[config.mk]
export PLATFORM = sky130hd
export DESIGN_NAME = aacs_ctrl_status
export DESIGN_NICKNAME = d
export VERILOG_FILES = /design/src/core/aacs_ctrl_status.v /design/src/core/aacs_frame_meter.v
export VERILOG_INCLUDE_DIRS = /design/src /design/src/core
export SDC_FILE = /design/constraint.sdc
export NUM_CORES = 1
export LEC_CHECK = 0
export BUFFER_PORTS_ARGS = -buffer_cell sky130_fd_sc_hd__buf_2
export CAP_MARGIN = 25
export CORE_MARGIN = 1
export CORE_UTILIZATION = 55
export CTS_CLUSTER_DIAMETER = 60
export CTS_CLUSTER_SIZE = 25
export DETAILED_ROUTE_END_ITERATION = 8
export MAX_ROUTING_LAYER = met4
export PLACE_DENSITY = 0.73
export SYNTH_ARGS = -nofsm -noshare
export SYNTH_HDL_FRONTEND = slang
export SYNTH_SLANG_ARGS = --single-unit
[constraint.sdc]
create_clock -name clk -period 7 [get_ports clk]
set_clock_uncertainty 0.1 [all_clocks]
set_input_delay 0.7 -clock clk [delete_from_list [all_inputs] [get_ports clk]]
set_output_delay 0.7 -clock clk [all_outputs]
set_load 0.05 [all_outputs]
[src/core/aacs_regs.vh]
/*
  Register offsets, field positions, reset values and masks of the
  amplifier control and status register group.
  Assumes it is included by the design modules by its bare name.
*/
// Notes on behaviour
// RL1: Error flags sticky; software clears writing zeros
// RL2: Master clock count per frame changes sets bit7; code sets it only for changes up to LR_TOL, larger ones set bit4
// RL3: Bit clock count per frame changes sets bit5
// RL4: Frame clock frequency change sets bit4
// RL5: Frame clock phase drift sets bit3
// RL6: Bit6 lock, bit2 clip, bit1 fault, bit0 zero
// RL7: Control one bit7 enables dc blocking, default on
// RL8: Control one bit5 picks soft or hard unmute
// RL9: Same unmute style on leaving all-channel shutdown
// RL10: Control one bits1-0 select de-emphasis curve
// RL11: Format low nibble picks nine formats, rest reserved
// RL12: Reset format is I2S 24-bit, code five
// RL13: Control two bit6 set means all-channel shutdown
// RL14: Control two bit3 selects ternary modulation
// RL15: Control two bit1 sets address/fault pin direction
// RL16: Soft mute bits force channel 50 percent duty
// RL17: Soft unmute ramp follows volume slew step count
// RL18: Shutdown group channels stay stopped after exit
// RL19: Reserved bits read zero, writes ignored
`ifndef AACS_REGS_VH
`define AACS_REGS_VH

// Register offsets
`define AACS_ADDR_ERR 8'h02
`define AACS_ADDR_SC1 8'h03
`define AACS_ADDR_FMT 8'h04
`define AACS_ADDR_SC2 8'h05
`define AACS_ADDR_MUTE 8'h06

// Writable bit masks, reserved bits outside
`define AACS_MASK_ERR 8'hFE
`define AACS_MASK_SC1 8'hA3
`define AACS_MASK_FMT 8'h0F
`define AACS_MASK_SC2 8'h4A
`define AACS_MASK_MUTE 8'h07

// Reset values
`define AACS_RST_SC1 8'h80
`define AACS_RST_FMT 8'h05
`define AACS_RST_SC2 8'h40
`define AACS_RST_MUTE 8'h00

// Error flag bit positions
`define AACS_ERR_MCLK 7
`define AACS_ERR_PLL 6
`define AACS_ERR_SCLK 5
`define AACS_ERR_LRCLK 4
`define AACS_ERR_SLIP 3
`define AACS_ERR_CLIP 2
`define AACS_ERR_FAULT 1

// Control field positions
`define AACS_SC1_DCBLK 7
`define AACS_SC1_HARD 5
`define AACS_SC2_SHUT 6
`define AACS_SC2_TERN 3
`define AACS_SC2_FOUT 1

// Format family codes
`define AACS_FAM_RJ 2'h0
`define AACS_FAM_I2S 2'h1
`define AACS_FAM_LJ 2'h2
`define AACS_FMT_LAST 4'h8

// Volume slew ramp lengths in steps
`define AACS_RAMP_0 12'h200
`define AACS_RAMP_1 12'h400
`define AACS_RAMP_2 12'h800
`define AACS_RAMP_3 12'h100

`endif

[src/core/aacs_ctrl_status.v]
/*
  Control and status register group of the class-D amplifier:
  sticky error flags, filter and unmute control, serial format,
  shutdown and modulation control, per-channel soft mute.
  Assumes clk is the audio master clock, the control port decoder
  gives one-cycle write and read strobes on clk, and frame and bit
  clocks arrive from pins.
*/
`timescale 1ns/1ps
`include "aacs_regs.vh"
module aacs_ctrl_status #(
  parameter CW = 16,
  parameter LR_TOL = 16'h0004,
  parameter LR_TIMEOUT = 16'h1000
) (
  input wire clk,
  input wire rstn,
  input wire [7:0] reg_addr,
  input wire reg_wr,
  input wire [7:0] reg_wdata,
  input wire reg_rd,
  output reg [7:0] reg_rdata,
  input wire lrclk_pin,
  input wire bclk_pin,
  input wire pll_unlock,
  input wire clip_event,
  input wire fault_event,
  input wire [1:0] volume_slew,
  input wire [3:0] shutdown_group,
  input wire address_or_fault_pin_in,
  output reg address_or_fault_pin_out,
  output reg address_or_fault_pin_oe_n,
  output reg address_select,
  input wire speaker_fault_output,
  output reg dc_block_enable,
  output reg [1:0] deemph_sel,
  output reg [1:0] rx_family,
  output reg [1:0] rx_word_len,
  output reg rx_format_valid,
  output reg all_channel_shutdown,
  output reg ternary_mod,
  output reg [2:0] channel_half_duty,
  output reg [3:0] pwm_channel_run,
  output reg audio_muted,
  output reg unmute_ramp_active
);

  // Stored registers
  reg [7:0] error_flags; // Sticky error flags
  reg [7:0] system_control_one; // Filter, unmute, de-emphasis
  reg [7:0] serial_format_select; // Serial format code
  reg [7:0] system_control_two; // Shutdown, modulation, pin dir
  reg [7:0] channel_soft_mute; // Per channel soft mute

  // Pin synchronisers
  reg lr_s1, lr_s2, lr_s3; // Frame clock stages
  reg bc_s1, bc_s2, bc_s3; // Bit clock stages
  reg ad_s1, ad_s2; // Address pin stages
  wire lr_rise; // Frame start edge
  wire bclk_rise; // Bit clock edge

  // Meter results
  wire frame_tick;
  wire [CW-1:0] clk_count;
  wire [CW-1:0] bclk_count;

  // Detection state
  reg [CW-1:0] prev_clk; // Last frame length
  reg [CW-1:0] prev_bclk; // Last bit clock count
  reg [1:0] frames_seen; // Frames since start, saturating
  reg [CW-1:0] sync_cnt; // Internal frame sync down count
  reg [CW-1:0] idle_cnt; // Clocks without frame edge
  reg clk_fault_live; // Clock error still present
  reg was_live; // Delayed copy for recovery edge
  reg was_shut; // Delayed shutdown for exit edge
  reg [11:0] ramp_left; // Soft unmute steps left

  // Per frame detection pulses
  reg det_mclk, det_sclk, det_lrclk, det_slip;
  reg [CW-1:0] diff; // Frame length difference
  reg [7:0] err_set; // Hardware set vector
  reg [7:0] next_err; // Next flag value

  // Ramp length for a slew code
  function [11:0] ramp_steps;
    input [1:0] code;
    begin
      case (code)
        2'h0: ramp_steps = `AACS_RAMP_0;
        2'h1: ramp_steps = `AACS_RAMP_1;
        2'h2: ramp_steps = `AACS_RAMP_2;
        default: ramp_steps = `AACS_RAMP_3;
      endcase
    end
  endfunction

  // Write strobe decode for one register
  function wr_hit;
    input [7:0] addr;
    input [7:0] target;
    input wr;
    begin
      wr_hit = wr && (addr == target);
    end
  endfunction

  assign lr_rise = lr_s2 && !lr_s3;
  assign bclk_rise = bc_s2 && !bc_s3;

  // Two stage pin synchronisers and edge history
  always @(posedge clk or negedge rstn)
  begin
    if (!rstn)
    begin
      lr_s1 <= 1'b0;
      lr_s2 <= 1'b0;
      lr_s3 <= 1'b0;
      bc_s1 <= 1'b0;
      bc_s2 <= 1'b0;
      bc_s3 <= 1'b0;
      ad_s1 <= 1'b0;
      ad_s2 <= 1'b0;
    end
    else
    begin
      lr_s1 <= lrclk_pin;
      lr_s2 <= lr_s1;
      lr_s3 <= lr_s2;
      bc_s1 <= bclk_pin;
      bc_s2 <= bc_s1;
      bc_s3 <= bc_s2;
      ad_s1 <= address_or_fault_pin_in;
      ad_s2 <= ad_s1;
    end
  end

  // Frame length and bit clock meter
  aacs_frame_meter #(
    .CW(CW)
  ) u_meter (
    .clk(clk),
    .rstn(rstn),
    .lr_rise(lr_rise),
    .bclk_rise(bclk_rise),
    .frame_tick(frame_tick),
    .clk_count(clk_count),
    .bclk_count(bclk_count)
  );

  // Per frame comparisons against the previous frame
  always @*
  begin
    diff = (clk_count > prev_clk) ? clk_count - prev_clk : prev_clk - clk_count;
    det_mclk = 1'b0;
    det_sclk = 1'b0;
    det_lrclk = 1'b0;
    det_slip = 1'b0;
    if (frame_tick && frames_seen == 2'h3)
    begin
      // Small shift: master clocks per frame varied
      det_mclk = (diff != {CW{1'b0}}) && (diff <= LR_TOL); // RL2
      // Bit clocks per frame varied
      det_sclk = (bclk_count != prev_bclk); // RL3
      // Large shift: frame clock frequency changed
      det_lrclk = (diff > LR_TOL); // RL4
      // Frame edge off the internal sync point
      det_slip = (diff == {CW{1'b0}}) &&
        (sync_cnt != {{(CW-1){1'b0}}, 1'b1}); // RL5
    end
    // Frame clock stopped counts as frequency change
    if (idle_cnt == LR_TIMEOUT)
      det_lrclk = 1'b1; // RL4
  end

  // Hardware set vector for sticky flags
  always @*
  begin
    err_set = 8'h00;
    err_set[`AACS_ERR_MCLK] = det_mclk;
    err_set[`AACS_ERR_PLL] = pll_unlock; // RL6
    err_set[`AACS_ERR_SCLK] = det_sclk;
    err_set[`AACS_ERR_LRCLK] = det_lrclk;
    err_set[`AACS_ERR_SLIP] = det_slip;
    err_set[`AACS_ERR_CLIP] = clip_event; // RL6
    err_set[`AACS_ERR_FAULT] = fault_event; // RL6
    // Software write of zero clears, set wins
    next_err = error_flags;
    if (wr_hit(reg_addr, `AACS_ADDR_ERR, reg_wr))
      next_err = error_flags & reg_wdata; // RL1
    next_err = (next_err | err_set) & `AACS_MASK_ERR; // RL1
  end

  // Frame tracking: history, internal sync, idle watch
  always @(posedge clk or negedge rstn)
  begin
    if (!rstn)
    begin
      prev_clk <= {CW{1'b0}};
      prev_bclk <= {CW{1'b0}};
      frames_seen <= 2'h0;
      sync_cnt <= {CW{1'b0}};
      idle_cnt <= {CW{1'b0}};
    end
    else
    begin
      if (frame_tick)
      begin
        prev_clk <= clk_count;
        prev_bclk <= bclk_count;
        if (frames_seen != 2'h3)
          frames_seen <= frames_seen + 2'h1;
      end
      // Free running sync, resynced on slip or frame rate change;
      // small length changes let it run on so drift shows as slip
      if (frame_tick && (det_slip || sync_cnt == {CW{1'b0}} || det_lrclk))
        sync_cnt <= clk_count; // RL5
      else if (sync_cnt <= {{(CW-1){1'b0}}, 1'b1})
        sync_cnt <= prev_clk;
      else
        sync_cnt <= sync_cnt - {{(CW-1){1'b0}}, 1'b1};
      // Idle count, held after timeout
      if (lr_rise)
        idle_cnt <= {CW{1'b0}};
      else if (idle_cnt != LR_TIMEOUT)
        idle_cnt <= idle_cnt + {{(CW-1){1'b0}}, 1'b1};
    end
  end

  // Register writes, reserved bits dropped
  always @(posedge clk or negedge rstn)
  begin
    if (!rstn)
    begin
      error_flags <= 8'h00;
      system_control_one <= `AACS_RST_SC1; // RL7
      serial_format_select <= `AACS_RST_FMT; // RL12
      system_control_two <= `AACS_RST_SC2; // RL13
      channel_soft_mute <= `AACS_RST_MUTE;
    end
    else
    begin
      error_flags <= next_err;
      if (wr_hit(reg_addr, `AACS_ADDR_SC1, reg_wr))
        system_control_one <= reg_wdata & `AACS_MASK_SC1; // RL19
      if (wr_hit(reg_addr, `AACS_ADDR_FMT, reg_wr))
        serial_format_select <= reg_wdata & `AACS_MASK_FMT; // RL19
      if (wr_hit(reg_addr, `AACS_ADDR_SC2, reg_wr))
        system_control_two <= reg_wdata & `AACS_MASK_SC2; // RL19
      if (wr_hit(reg_addr, `AACS_ADDR_MUTE, reg_wr))
        channel_soft_mute <= reg_wdata & `AACS_MASK_MUTE; // RL19
    end
  end

  // Registered read data, unmapped reads zero
  always @(posedge clk or negedge rstn)
  begin
    if (!rstn)
      reg_rdata <= 8'h00;
    else if (reg_rd)
    begin
      case (reg_addr)
        `AACS_ADDR_ERR: reg_rdata <= error_flags;
        `AACS_ADDR_SC1: reg_rdata <= system_control_one;
        `AACS_ADDR_FMT: reg_rdata <= serial_format_select;
        `AACS_ADDR_SC2: reg_rdata <= system_control_two;
        `AACS_ADDR_MUTE: reg_rdata <= channel_soft_mute;
        default: reg_rdata <= 8'h00;
      endcase
    end
  end

  // Decoded control outputs
  always @(posedge clk or negedge rstn)
  begin
    if (!rstn)
    begin
      dc_block_enable <= 1'b1;
      deemph_sel <= 2'h0;
      rx_family <= `AACS_FAM_I2S;
      rx_word_len <= 2'h2;
      rx_format_valid <= 1'b1;
      all_channel_shutdown <= 1'b1;
      ternary_mod <= 1'b0;
      channel_half_duty <= 3'h0;
    end
    else
    begin
      dc_block_enable <= system_control_one[`AACS_SC1_DCBLK]; // RL7
      deemph_sel <= system_control_one[1:0]; // RL10
      // Codes step word length fastest, then family
      rx_format_valid <= serial_format_select[3:0] <= `AACS_FMT_LAST; // RL11
      case (serial_format_select[3:0])
        4'h0, 4'h1, 4'h2: rx_family <= `AACS_FAM_RJ; // RL11
        4'h3, 4'h4, 4'h5: rx_family <= `AACS_FAM_I2S; // RL11
        4'h6, 4'h7, 4'h8: rx_family <= `AACS_FAM_LJ; // RL11
        default: rx_family <= rx_family;
      endcase
      case (serial_format_select[3:0])
        4'h0, 4'h3, 4'h6: rx_word_len <= 2'h0;
        4'h1, 4'h4, 4'h7: rx_word_len <= 2'h1;
        4'h2, 4'h5, 4'h8: rx_word_len <= 2'h2;
        default: rx_word_len <= rx_word_len;
      endcase
      all_channel_shutdown <= system_control_two[`AACS_SC2_SHUT]; // RL13
      ternary_mod <= system_control_two[`AACS_SC2_TERN]; // RL14
      channel_half_duty <= channel_soft_mute[2:0]; // RL16
    end
  end

  // Shared address/fault pin
  always @(posedge clk or negedge rstn)
  begin
    if (!rstn)
    begin
      address_or_fault_pin_out <= 1'b0;
      address_or_fault_pin_oe_n <= 1'b1;
      address_select <= 1'b0;
    end
    else
    begin
      // Drive fault when output, else sample address
      address_or_fault_pin_oe_n <= !system_control_two[`AACS_SC2_FOUT]; // RL15
      address_or_fault_pin_out <= speaker_fault_output; // RL15
      if (!system_control_two[`AACS_SC2_FOUT])
        address_select <= ad_s2; // RL15
    end
  end

  // Clock fault level, unmute and channel start
  always @(posedge clk or negedge rstn)
  begin
    if (!rstn)
    begin
      clk_fault_live <= 1'b0;
      was_live <= 1'b0;
      was_shut <= 1'b1;
      ramp_left <= 12'h000;
      pwm_channel_run <= 4'h0;
      audio_muted <= 1'b1;
      unmute_ramp_active <= 1'b0;
    end
    else
    begin
      // Live while clock errors keep showing
      if (det_mclk || det_sclk || det_lrclk || det_slip)
        clk_fault_live <= 1'b1;
      else if (frame_tick)
        clk_fault_live <= 1'b0;
      was_live <= clk_fault_live;
      was_shut <= all_channel_shutdown;
      // Hard unmute skips ramp; soft one ramps
      if (all_channel_shutdown || clk_fault_live)
        ramp_left <= 12'h000;
      else if ((was_live || was_shut) &&
        !system_control_one[`AACS_SC1_HARD]) // RL8 RL9
        ramp_left <= ramp_steps(volume_slew); // RL17
      else if (frame_tick && ramp_left != 12'h000)
        ramp_left <= ramp_left - 12'h001; // RL17
      // Group channels stay stopped after exit
      if (all_channel_shutdown)
        pwm_channel_run <= 4'h0;
      else if (was_shut)
        pwm_channel_run <= ~shutdown_group; // RL18
      audio_muted <= all_channel_shutdown || clk_fault_live; // RL13
      unmute_ramp_active <= ramp_left != 12'h000;
    end
  end

endmodule // aacs_ctrl_status

[src/core/aacs_frame_meter.v]
/*
  Frame meter: counts system clocks and bit clock edges per frame.
  Assumes edge pulses are already synchronised to clk.
*/
`timescale 1ns/1ps
module aacs_frame_meter #(
  parameter CW = 16
) (
  input wire clk,
  input wire rstn,
  input wire lr_rise,
  input wire bclk_rise,
  output reg frame_tick,
  output reg [CW-1:0] clk_count,
  output reg [CW-1:0] bclk_count
);

  reg [CW-1:0] cnt; // Clocks since last frame start
  reg [CW-1:0] bcnt; // Bit clocks since last frame start
  wire cnt_full; // Saturation guards
  wire bcnt_full;

  assign cnt_full = &cnt;
  assign bcnt_full = &bcnt;

  // Count and latch per frame
  always @(posedge clk or negedge rstn)
  begin
    if (!rstn)
    begin
      cnt <= {CW{1'b0}};
      bcnt <= {CW{1'b0}};
      frame_tick <= 1'b0;
      clk_count <= {CW{1'b0}};
      bclk_count <= {CW{1'b0}};
    end
    else
    begin
      frame_tick <= lr_rise;
      if (lr_rise)
      begin
        // Latch totals, restart counts
        clk_count <= cnt_full ? cnt : cnt + {{(CW-1){1'b0}}, 1'b1};
        bclk_count <= (bclk_rise && !bcnt_full) ?
          bcnt + {{(CW-1){1'b0}}, 1'b1} : bcnt;
        cnt <= {CW{1'b0}};
        bcnt <= {CW{1'b0}};
      end
      else
      begin
        // Saturating counts inside frame
        if (!cnt_full)
          cnt <= cnt + {{(CW-1){1'b0}}, 1'b1};
        if (bclk_rise && !bcnt_full)
          bcnt <= bcnt + {{(CW-1){1'b0}}, 1'b1};
      end
    end
  end

endmodule // aacs_frame_meter

# Word-level counts from Yosys, hierarchy flattened
# Cells that the tools add are included.
# word_totals
out_inout_bits,30
word_cells,152
latch_bits,0
in_bits,33
mem_bits_rw,0
rom_bits,0
ff_bits,205
mem_count,0
# classes
shift,0
n_reduce_logical,47
n_eq_ne,21
n_mul,0
n_bitwise,3
addsub,8
order_cmp,5
div,0
muxes,26
# ops
operator,n
16-bit two-way mux,9
16-bit by 1-bit adder with 16-bit output (second input constant),3
8-bit one-hot mux with 5 select lines,1
12-bit two-way mux,3
12-bit one-hot mux with 3 select lines,1
16-bit logical NOT,2
16-bit AND reduction,2
16-bit subtractor,2
8-bit by 3-bit equality test with 1-bit output (second input constant),3
3-bit OR reduction,6
16-bit by 13-bit equality test with 1-bit output (second input constant),1
4-bit by 3-bit equality test with 1-bit output (second input constant),4
8-bit by 2-bit equality test with 1-bit output (second input constant),2
16-bit > comparator,1
16-bit by 3-bit > comparator with 1-bit output (second input constant),1
16-bit by 1-bit less-or-equal comparator with 1-bit output (second input constant),1
16-bit by 3-bit less-or-equal comparator with 1-bit output (second input constant),1
16-bit by 1-bit != test with 1-bit output (second input constant),1
16-bit by 13-bit != test with 1-bit output (second input constant),1
16-bit != test,1
16-bit nonzero test,1
16-bit by 1-bit subtractor with 16-bit output (second input constant),1
1-bit logical AND,14
2-bit one-hot mux with 3 select lines,2
other kinds (23),46

# Longest topological paths before layout
# Gate-level depths: netlist (run 1).
# logic_depth
ltp_word,9
ltp_mapped,15

# Hierarchy
# Synthesis (run 1) repeated with hierarchy kept, for this count alone.
# hier_totals
cells_unflattened,1144
area_unflattened_um2,11162.0
# by_module_without_submodules
mod,instances,area_each_um2,cells_per_inst,seq_area_each_um2
aacs_ctrl_status,1,8191.6,847,3518.4
aacs_frame_meter,1,2970.3,297,1626.6

# Worst setup path after synthesis (run 1)
# No wires, ideal clock.
# synth_path
path_type,flip-flop to flip-flop
startpoint,register u_meter.clk_count[1]
endpoint,register sync_cnt[10]
setup_time_ps,79
t_arrival_ps,3350
slack_ps,3471
path_stages_with_launch,14
n_path_buf,1
required_ps,6821
path_cell_list,dfrtp_1 > inv_1 > ha_1 > nor2b_1 > o31ai_1 > and2_1 > mux2_1 > nor4_1 > nand3_1 > o21ai_1 > a41oi_2 > o41ai_4 > buf_6 > mux2i_1
# synth_between
elab_chain_cells,9
word_cells_on_any_way,14
# synth_lines
element,line,text
"start, declared",aacs_frame_meter.v:14,"output reg [CW-1:0] clk_count,"
"start signal, assigned",aacs_frame_meter.v:34,clk_count <= {CW{1'b0}};
"start signal, assigned",aacs_frame_meter.v:43,"clk_count <= cnt_full ? cnt : cnt + {{(CW-1){1'b0}}, 1'b1};"
16-bit subtractor / 16-bit > comparator (equally long branches),aacs_ctrl_status.v:153,diff = (clk_count > prev_clk) ? clk_count - prev_clk : prev_clk - clk_count;
16-bit two-way mux *,aacs_ctrl_status.v:153,
branches (longest 4 deep; another with 16-bit by 3-bit > comparator with 1-bit output),--,
1-bit logical OR *,aacs_ctrl_status.v:215,if (frame_tick && (det_slip || sync_cnt == {CW{1'b0}} || det_lrclk))
1-bit logical AND *,aacs_ctrl_status.v:215,
16-bit two-way mux *,aacs_ctrl_status.v:215,
"end signal, assigned",aacs_ctrl_status.v:216,sync_cnt <= clk_count;
"end signal, assigned",aacs_ctrl_status.v:218,sync_cnt <= prev_clk;
"end signal, assigned",aacs_ctrl_status.v:220,"sync_cnt <= sync_cnt - {{(CW-1){1'b0}}, 1'b1};"
"end, declared",aacs_ctrl_status.v:71,reg [CW-1:0] sync_cnt;
# Mark *: on every way between the ends.
# A chain may end at the register's enable or synchronous reset.

# Worst setup path after layout (run 1)
# layout_path
startpoint,register u_meter.clk_count[10]
endpoint,register sync_cnt[15]
# Same word-level chain as after synthesis.

==> flow_metrics.env, run 1 <==
export IMPL_setup_viol=0
export IMPL_synth_edff_count=0
export IMPL_vias=8054
export IMPL_min_period_ps=4220
export IMPL_ys_flop_type="dfrtp_1"
export IMPL_cp_data_required_time_ps=7290
export IMPL_grt_max_degree=104
export IMPL_max_freq_ghz=0.237
export IMPL_hold_violations=0
export IMPL_worst_slew_pin_slew_ps=949
export IMPL_overflow=0
export IMPL_drc=0
export IMPL_slew_headroom_pct=35.9
export IMPL_grt_pass1_vias=7833
export IMPL_design_die_area_um2=20200
export IMPL_slew_viol_final=0
export IMPL_cts_buffer_depth=3
export IMPL_critPathMaxStageDelay_ps=630
export IMPL_io_buffers=62
export IMPL_startpoint_type="flip-flop"
export IMPL_min_path_type="in2async"
export IMPL_drive_gt1_share_pct=14.2
export IMPL_ctsResizeCount=0
export IMPL_cp_buffers_inverters=2
export IMPL_synthCells=1122
export IMPL_async_flop_share_pct=100
export IMPL_start_util_pct=56.9
export IMPL_syn_to_final_growth_pct=10.1
export IMPL_arrival_ps=4520
export IMPL_syn_area_per_cell_um2=9.65
export IMPL_ir_drop_v=0.000195
export IMPL_power_leakage_nw=5.74
export IMPL_detail_route_antenna_nets=0
export IMPL_synthTopCellsByArea="dfrtp_1 (45%), ha_1 (4.5%), o21ai_0 (4.4%)"
export IMPL_drv_cap=0
export IMPL_crit_family="compound AO/OA/AOI/OAI gates"
export IMPL_clockRootBuffer="clkbuf_16"
export IMPL_cts_sinks=205
export IMPL_ctsHoldBuffers=0
export IMPL_die_height_um=142
export IMPL_ios=63
export IMPL_finalNetCount=1236
export IMPL_post_cts_setup_buffer_count=0
export IMPL_synth_warnings=0
export IMPL_core_area_um2=19000
export IMPL_path_class="reg2reg"
export IMPL_diodes=0
export IMPL_seq_area_um2=5150
export IMPL_synth_most_common_cell="dfrtp_1"
export IMPL_viasPerCell=5.61
export IMPL_numCtsBuffers=18
export IMPL_clk_insertion_delay_late_ps=500
export IMPL_crit_path_top_delay_cell="ha_1"
export IMPL_detail_route_wl_per_cell_um=15.9
export IMPL_whs_ps=158
export IMPL_synth_seq_cells=205
export IMPL_cp_max_fo=15
export IMPL_synth_area_um2=10800
export IMPL_wl_um=22900
export IMPL_track_usage_pct=24.1
export IMPL_ys_seq_area_share_pct=47.5
export IMPL_fin_crit_sh_pct=60.3
export IMPL_synth_cell_types=69
export IMPL_synthTopCellsByCount="dfrtp_1 (193), nand2_1 (124), nor2_1 (103)"
export IMPL_run_status="finished, final reports clean"
export IMPL_rsz0062_at_grt="false"
export IMPL_rows=50
export IMPL_yosys_area_top_type_share_pct=44.6
export IMPL_cts_clk_slew_worst_paths_ps=80
export IMPL_cts_tree="yes"
export IMPL_cellPowerDensity_nw_per_um2=336
export IMPL_crit_top_cell="o41ai_4"
export IMPL_htree_num_levels=1
export IMPL_regToRegSetupSlack_ps=2780
export IMPL_finalPower_mw=4.01
export IMPL_place_congestion=0.932
export IMPL_setup_tns_ps=0
export IMPL_end_kind="flip-flop"
export IMPL_fillers=1613
export IMPL_die_w_um=142
export IMPL_critical_path_cell_chain="inv_1 -> ha_1 -> nand4_1 -> nor4_1 -> or3_1 -> a21o_1 -> nand2_2 -> o41ai_4 -> a41oi_2 -> o41ai_4 -> buf_4 -> mux2_4"
export IMPL_first_pass_iters=5
export IMPL_grt_pass1_wl_um=38200
export IMPL_drt_iter0_drc=641
export IMPL_multi_input_area_um2=5250
export IMPL_syn_nets=1194
export IMPL_antenna_found_initial=0
export IMPL_dpl_hpwl_um=16200
export IMPL_yosysTopAreaCell="dfrtp_1"
==> worst reg2reg max path: cells and delay by family, from the launching register on <==
kind | cells | cell delay (ps)
AOI/OAI and AO/OA | 4 | 1260
adders and majority gates | 1 | 630
buffers and inverters | 2 | 440
DFF | 1 | 390
muxes | 1 | 330
and+or+nand+nor | 4 | 970
==> metrics by stage <==
| stage | instance area, um2 | instances | utilization (%) | worst slack, ps |
|---|---|---|---|---|
| final | 11900 | 1436 | 62.7 | 2780 |
| after detailed placement | 11300 | 1404 | 59.5 | 2830 |
| after floorplan | 10800 | 1122 | - | 3470 |
| after CTS | 11900 | 1436 | 62.7 | 2850 |
| after global placement | 11300 | 1404 | 59.5 | 2940 |
| after global routing | 11900 | 1436 | 62.7 | 2520 |
==> layer usage <==
metal,up-vias,track usage (%),routed length (um)
met5,-,-,0
met4,0,6.51,435
met3,31,3.40,1140
met2,200,38.2,10500
met1,3854,32.6,10800
li1,3969,-,-
==> sequential cells by signal, indices dropped and copies added (netlist names), 7 cells and up <==
| name | cells |
|---|---|
| sync_cnt | 16 |
| error_flags | 7 |
| idle_cnt | 16 |
| prev_bclk | 16 |
| reg_rdata | 8 |
| ramp_left | 12 |
| u_meter.clk_count | 16 |
| prev_clk | 16 |
| u_meter.bclk_count | 16 |
| u_meter.bcnt | 16 |
| u_meter.cnt | 16 |
==> power by group <==
part,leakage [nW],total [mW],internal [mW],switching (mW)
combinational,2.75,1.51,0.618,0.889
clock,0.293,1.03,0.559,0.474
sequential,2.70,1.47,1.34,0.128
total,5.74,4.01,2.52,1.49
==> layout by cell type (no fill, tap or decap), types with 13 or more instances in the layout <==
cell type	instances
clkbuf_16	19
mux2i_1	29
a21oi_1	52
xor2_1	54
dfrtp_1	192
nor4_1	16
nand3_1	35
o21ai_0	95
nor2_1	103
nor3_1	15
ha_1	39
nand4_1	17
xnor2_1	36
buf_2	61
nand2b_1	13
inv_1	61
mux2_2	36
nand2_1	124
==> cell families after synthesis <==
logic type               count (synthesis)  share of synthesized area (%)
AND/OR/NAND/NOR                        385                           16.9
AO/OA/AOI/OAI                          227                           12.9
flip-flops                             205                           47.5
buffers and inverters                  108                           4.06
XOR/XNOR                                90                           7.28
multiplexers                            68                           6.81
adder cells (fa/ha/maj)                 39                           4.51
==> worst paths after layout <==
check                      depth (start not counted)                  to               startpoint
setup reg to reg                                  12        sync_cnt[15]    u_meter.clk_count[10]
min in group clk                                   1               ad_s1  address_or_fault_pin_in
hold / removal                                     1        ramp_left[5]                     rstn
setup / recovery                                  12        sync_cnt[15]    u_meter.clk_count[10]
hold reg to reg                                    0               lr_s2                    lr_s1
max in group asynchronous                          2  u_meter.frame_tick                     rstn
==> cell type report <==
type                       count  area share, %
multi-input combinational    809           44.0
clock buffer                  21           4.13
clock inverter                11          0.997
inverter                      62           1.95
tap                          260           2.73
timing repair buffer          68           3.05
sequential                   205           43.2
Power figures use the tool's default switching activity.
==> run 2: changes to the inputs <==
- ABC_AREA: unset -> 1
- clock period: 7 -> 3.95 ns (I/O delays scaled with it)
==> flow_metrics.env, run 2 <==
export IMPL_die_w_um=146
export IMPL_first_pass_iters=5
export IMPL_syn_area_per_cell_um2=7.76
export IMPL_core_area_um2=20200
export IMPL_wl_um=25100
export IMPL_vias=9419
export IMPL_synthTopCellsByArea="dfrtp_1 (43%), nand2_1 (14%), inv_1 (6.4%)"
export IMPL_place_congestion=0.977
export IMPL_whs_ps=35.3
export IMPL_rows=52
export IMPL_design_die_area_um2=21200
export IMPL_antenna_found_initial=0
export IMPL_cp_max_fo=17
export IMPL_path_class="reg2reg"
export IMPL_cts_sinks=205
export IMPL_setup_viol=0
export IMPL_min_period_ps=3330
export IMPL_ys_seq_area_share_pct=45.4
export IMPL_clk_insertion_delay_late_ps=500
export IMPL_synth_most_common_cell="nand2_1"
export IMPL_ys_flop_type="dfrtp_1"
export IMPL_end_kind="flip-flop"
export IMPL_grt_pass1_vias=9170
export IMPL_yosys_area_top_type_share_pct=42.6
export IMPL_finalPower_mw=6.99
export IMPL_hold_violations=0
export IMPL_ir_drop_v=0.000259
export IMPL_grt_max_degree=105
export IMPL_most_common_layout_cells="nand2_1 (415), inv_1 (192), dfrtp_1 (192)"
export IMPL_cts_tree="yes"
export IMPL_synth_edff_count=0
export IMPL_run_status="finished, final reports clean"
export IMPL_critical_path_cell_chain="inv_1 -> ha_1 -> nand2_1 -> inv_1 -> a21oi_1 -> nor2_1 -> nor3_1 -> nand3_1 -> nand3_1 -> nand3_2 -> nor2_4 -> nand3_2 -> nand2_2 -> nand3_4 -> nand2_4 -> nand2_1 -> nand2_1"
export IMPL_fillers=1727
export IMPL_power_leakage_nw=6.51
export IMPL_slew_viol_final=0
export IMPL_yosysTopAreaCell="dfrtp_1"
export IMPL_htree_num_levels=1
export IMPL_start_util_pct=56.0
export IMPL_crit_path_top_delay_cell="dfrtp_1"
export IMPL_synthCells=1461
export IMPL_crit_top_cell="nand2_1"
export IMPL_arrival_ps=3640
export IMPL_min_path_type="in2reg"
export IMPL_cp_data_required_time_ps=4270
export IMPL_startpoint_type="flip-flop"
export IMPL_finalNetCount=1605
export IMPL_cts_clk_slew_worst_paths_ps=80
export IMPL_async_flop_share_pct=100
export IMPL_viasPerCell=5.19
export IMPL_numCtsBuffers=17
export IMPL_synth_warnings=0
export IMPL_cts_buffer_depth=3
export IMPL_track_usage_pct=25.7
export IMPL_drt_iter0_drc=617
export IMPL_drive_gt1_share_pct=11.6
export IMPL_synth_area_um2=11300
export IMPL_slew_headroom_pct=42.5
export IMPL_grt_pass1_wl_um=43400
export IMPL_crit_family="simple AND/OR/NAND/NOR gates"
export IMPL_max_freq_ghz=0.301
export IMPL_io_buffers=62
export IMPL_clockRootBuffer="clkbuf_16"
export IMPL_dpl_hpwl_um=18500
export IMPL_syn_to_final_growth_pct=11.4
export IMPL_drv_cap=0
export IMPL_synthTopCellsByCount="nand2_1 (415), dfrtp_1 (193), inv_1 (192)"
export IMPL_worst_slew_pin_slew_ps=863
export IMPL_die_height_um=146
export IMPL_fin_crit_sh_pct=84.2
export IMPL_rsz0062_at_grt="false"
export IMPL_synth_cell_types=53
export IMPL_drc=0
export IMPL_cp_buffers_inverters=2
export IMPL_overflow=0
export IMPL_setup_tns_ps=0
export IMPL_multi_input_area_um2=5290
export IMPL_synth_seq_cells=205
export IMPL_final_common_cell="nand2_1"
export IMPL_syn_nets=1533
export IMPL_detail_route_antenna_nets=0
export IMPL_ios=63
export IMPL_critPathMaxStageDelay_ps=450
export IMPL_diodes=0
export IMPL_cellPowerDensity_nw_per_um2=553
export IMPL_seq_area_um2=5150
export IMPL_detail_route_wl_per_cell_um=13.8
==> run 2: final timing paths <==
| path | start | end | slack, ps | cells past startpoint |
|---|---|---|---|---|
| max in group asynchronous | rstn | dc_block_enable | 2350 | 3 |
| min in group asynchronous | rstn | ramp_left[6] | 450 | 2 |
| worst max-delay path | u_meter.clk_count[8] | sync_cnt[3] | 620 | 17 |
| worst min register to register | bc_s1 | bc_s2 | 250 | 0 |
| worst min-delay path | reg_wdata[4] | error_flags[4] | 40 | 3 |
| worst max register to register | u_meter.clk_count[8] | sync_cnt[3] | 620 | 17 |
==> run 2: final cells by class <==
cell class / count / area share (%)
Tap cell: 270 / 2.67
Multi-Input combinational cell: 1024 / 41.8
Clock buffer: 19 / 3.51
Timing Repair Buffer: 82 / 4.05
Clock inverter: 11 / 1.15
Sequential cell: 205 / 40.7
Inverter: 203 / 6.03
==> run 2: stage by stage <==
step / setup slack (ps) / util (%) / std cells / instance area [um2]
after floorplan: 1300 / - / 1461 / 11300
after global placement: 725 / 58.9 / 1772 / 11900
after detailed placement: 669 / 58.9 / 1772 / 11900
after CTS: 644 / 62.4 / 1814 / 12600
after global routing: 254 / 62.4 / 1814 / 12600
final: 623 / 62.4 / 1814 / 12600
==> run 2: repair_timing <==
action,in CTS,in global routing
hold buffers,12,0
hold endpoints to repair,103,0
setup buffers,0,0
resized for setup,0,0
endpoints found under the setup margin,0,0
==> run 2: cells by family after synthesis <==
logic type	after synthesis	share of synthesized area, %
buffers and inverters	232	8.05
flip-flops	205	45.4
AND/OR/NAND/NOR	728	28.0
adder cells (fa/ha/maj)	39	4.30
multiplexers	5	0.486
XOR/XNOR	53	4.09
AO/OA/AOI/OAI	199	9.72
==> run 2: worst min-delay path, stage by stage <==
cell     delay, ps
buf_2           80
o21ai_0         70
nand2_1         60
==> run 2: power breakdown <==
part / internal [mW] / switching [mW]
Sequential: 2.38 / 0.235
Combinational: 0.877 / 1.71
Clock: 0.970 / 0.822
Total: 4.23 / 2.76
==> run 2: routing by layer <==
| layer | global-route usage (%) | routed length [um] |
|---|---|---|
| met3 | 3.42 | 1210 |
| met4 | 9.11 | 775 |
| met1 | 33.9 | 11700 |
| met2 | 40.7 | 11400 |
| met5 | - | 0 |
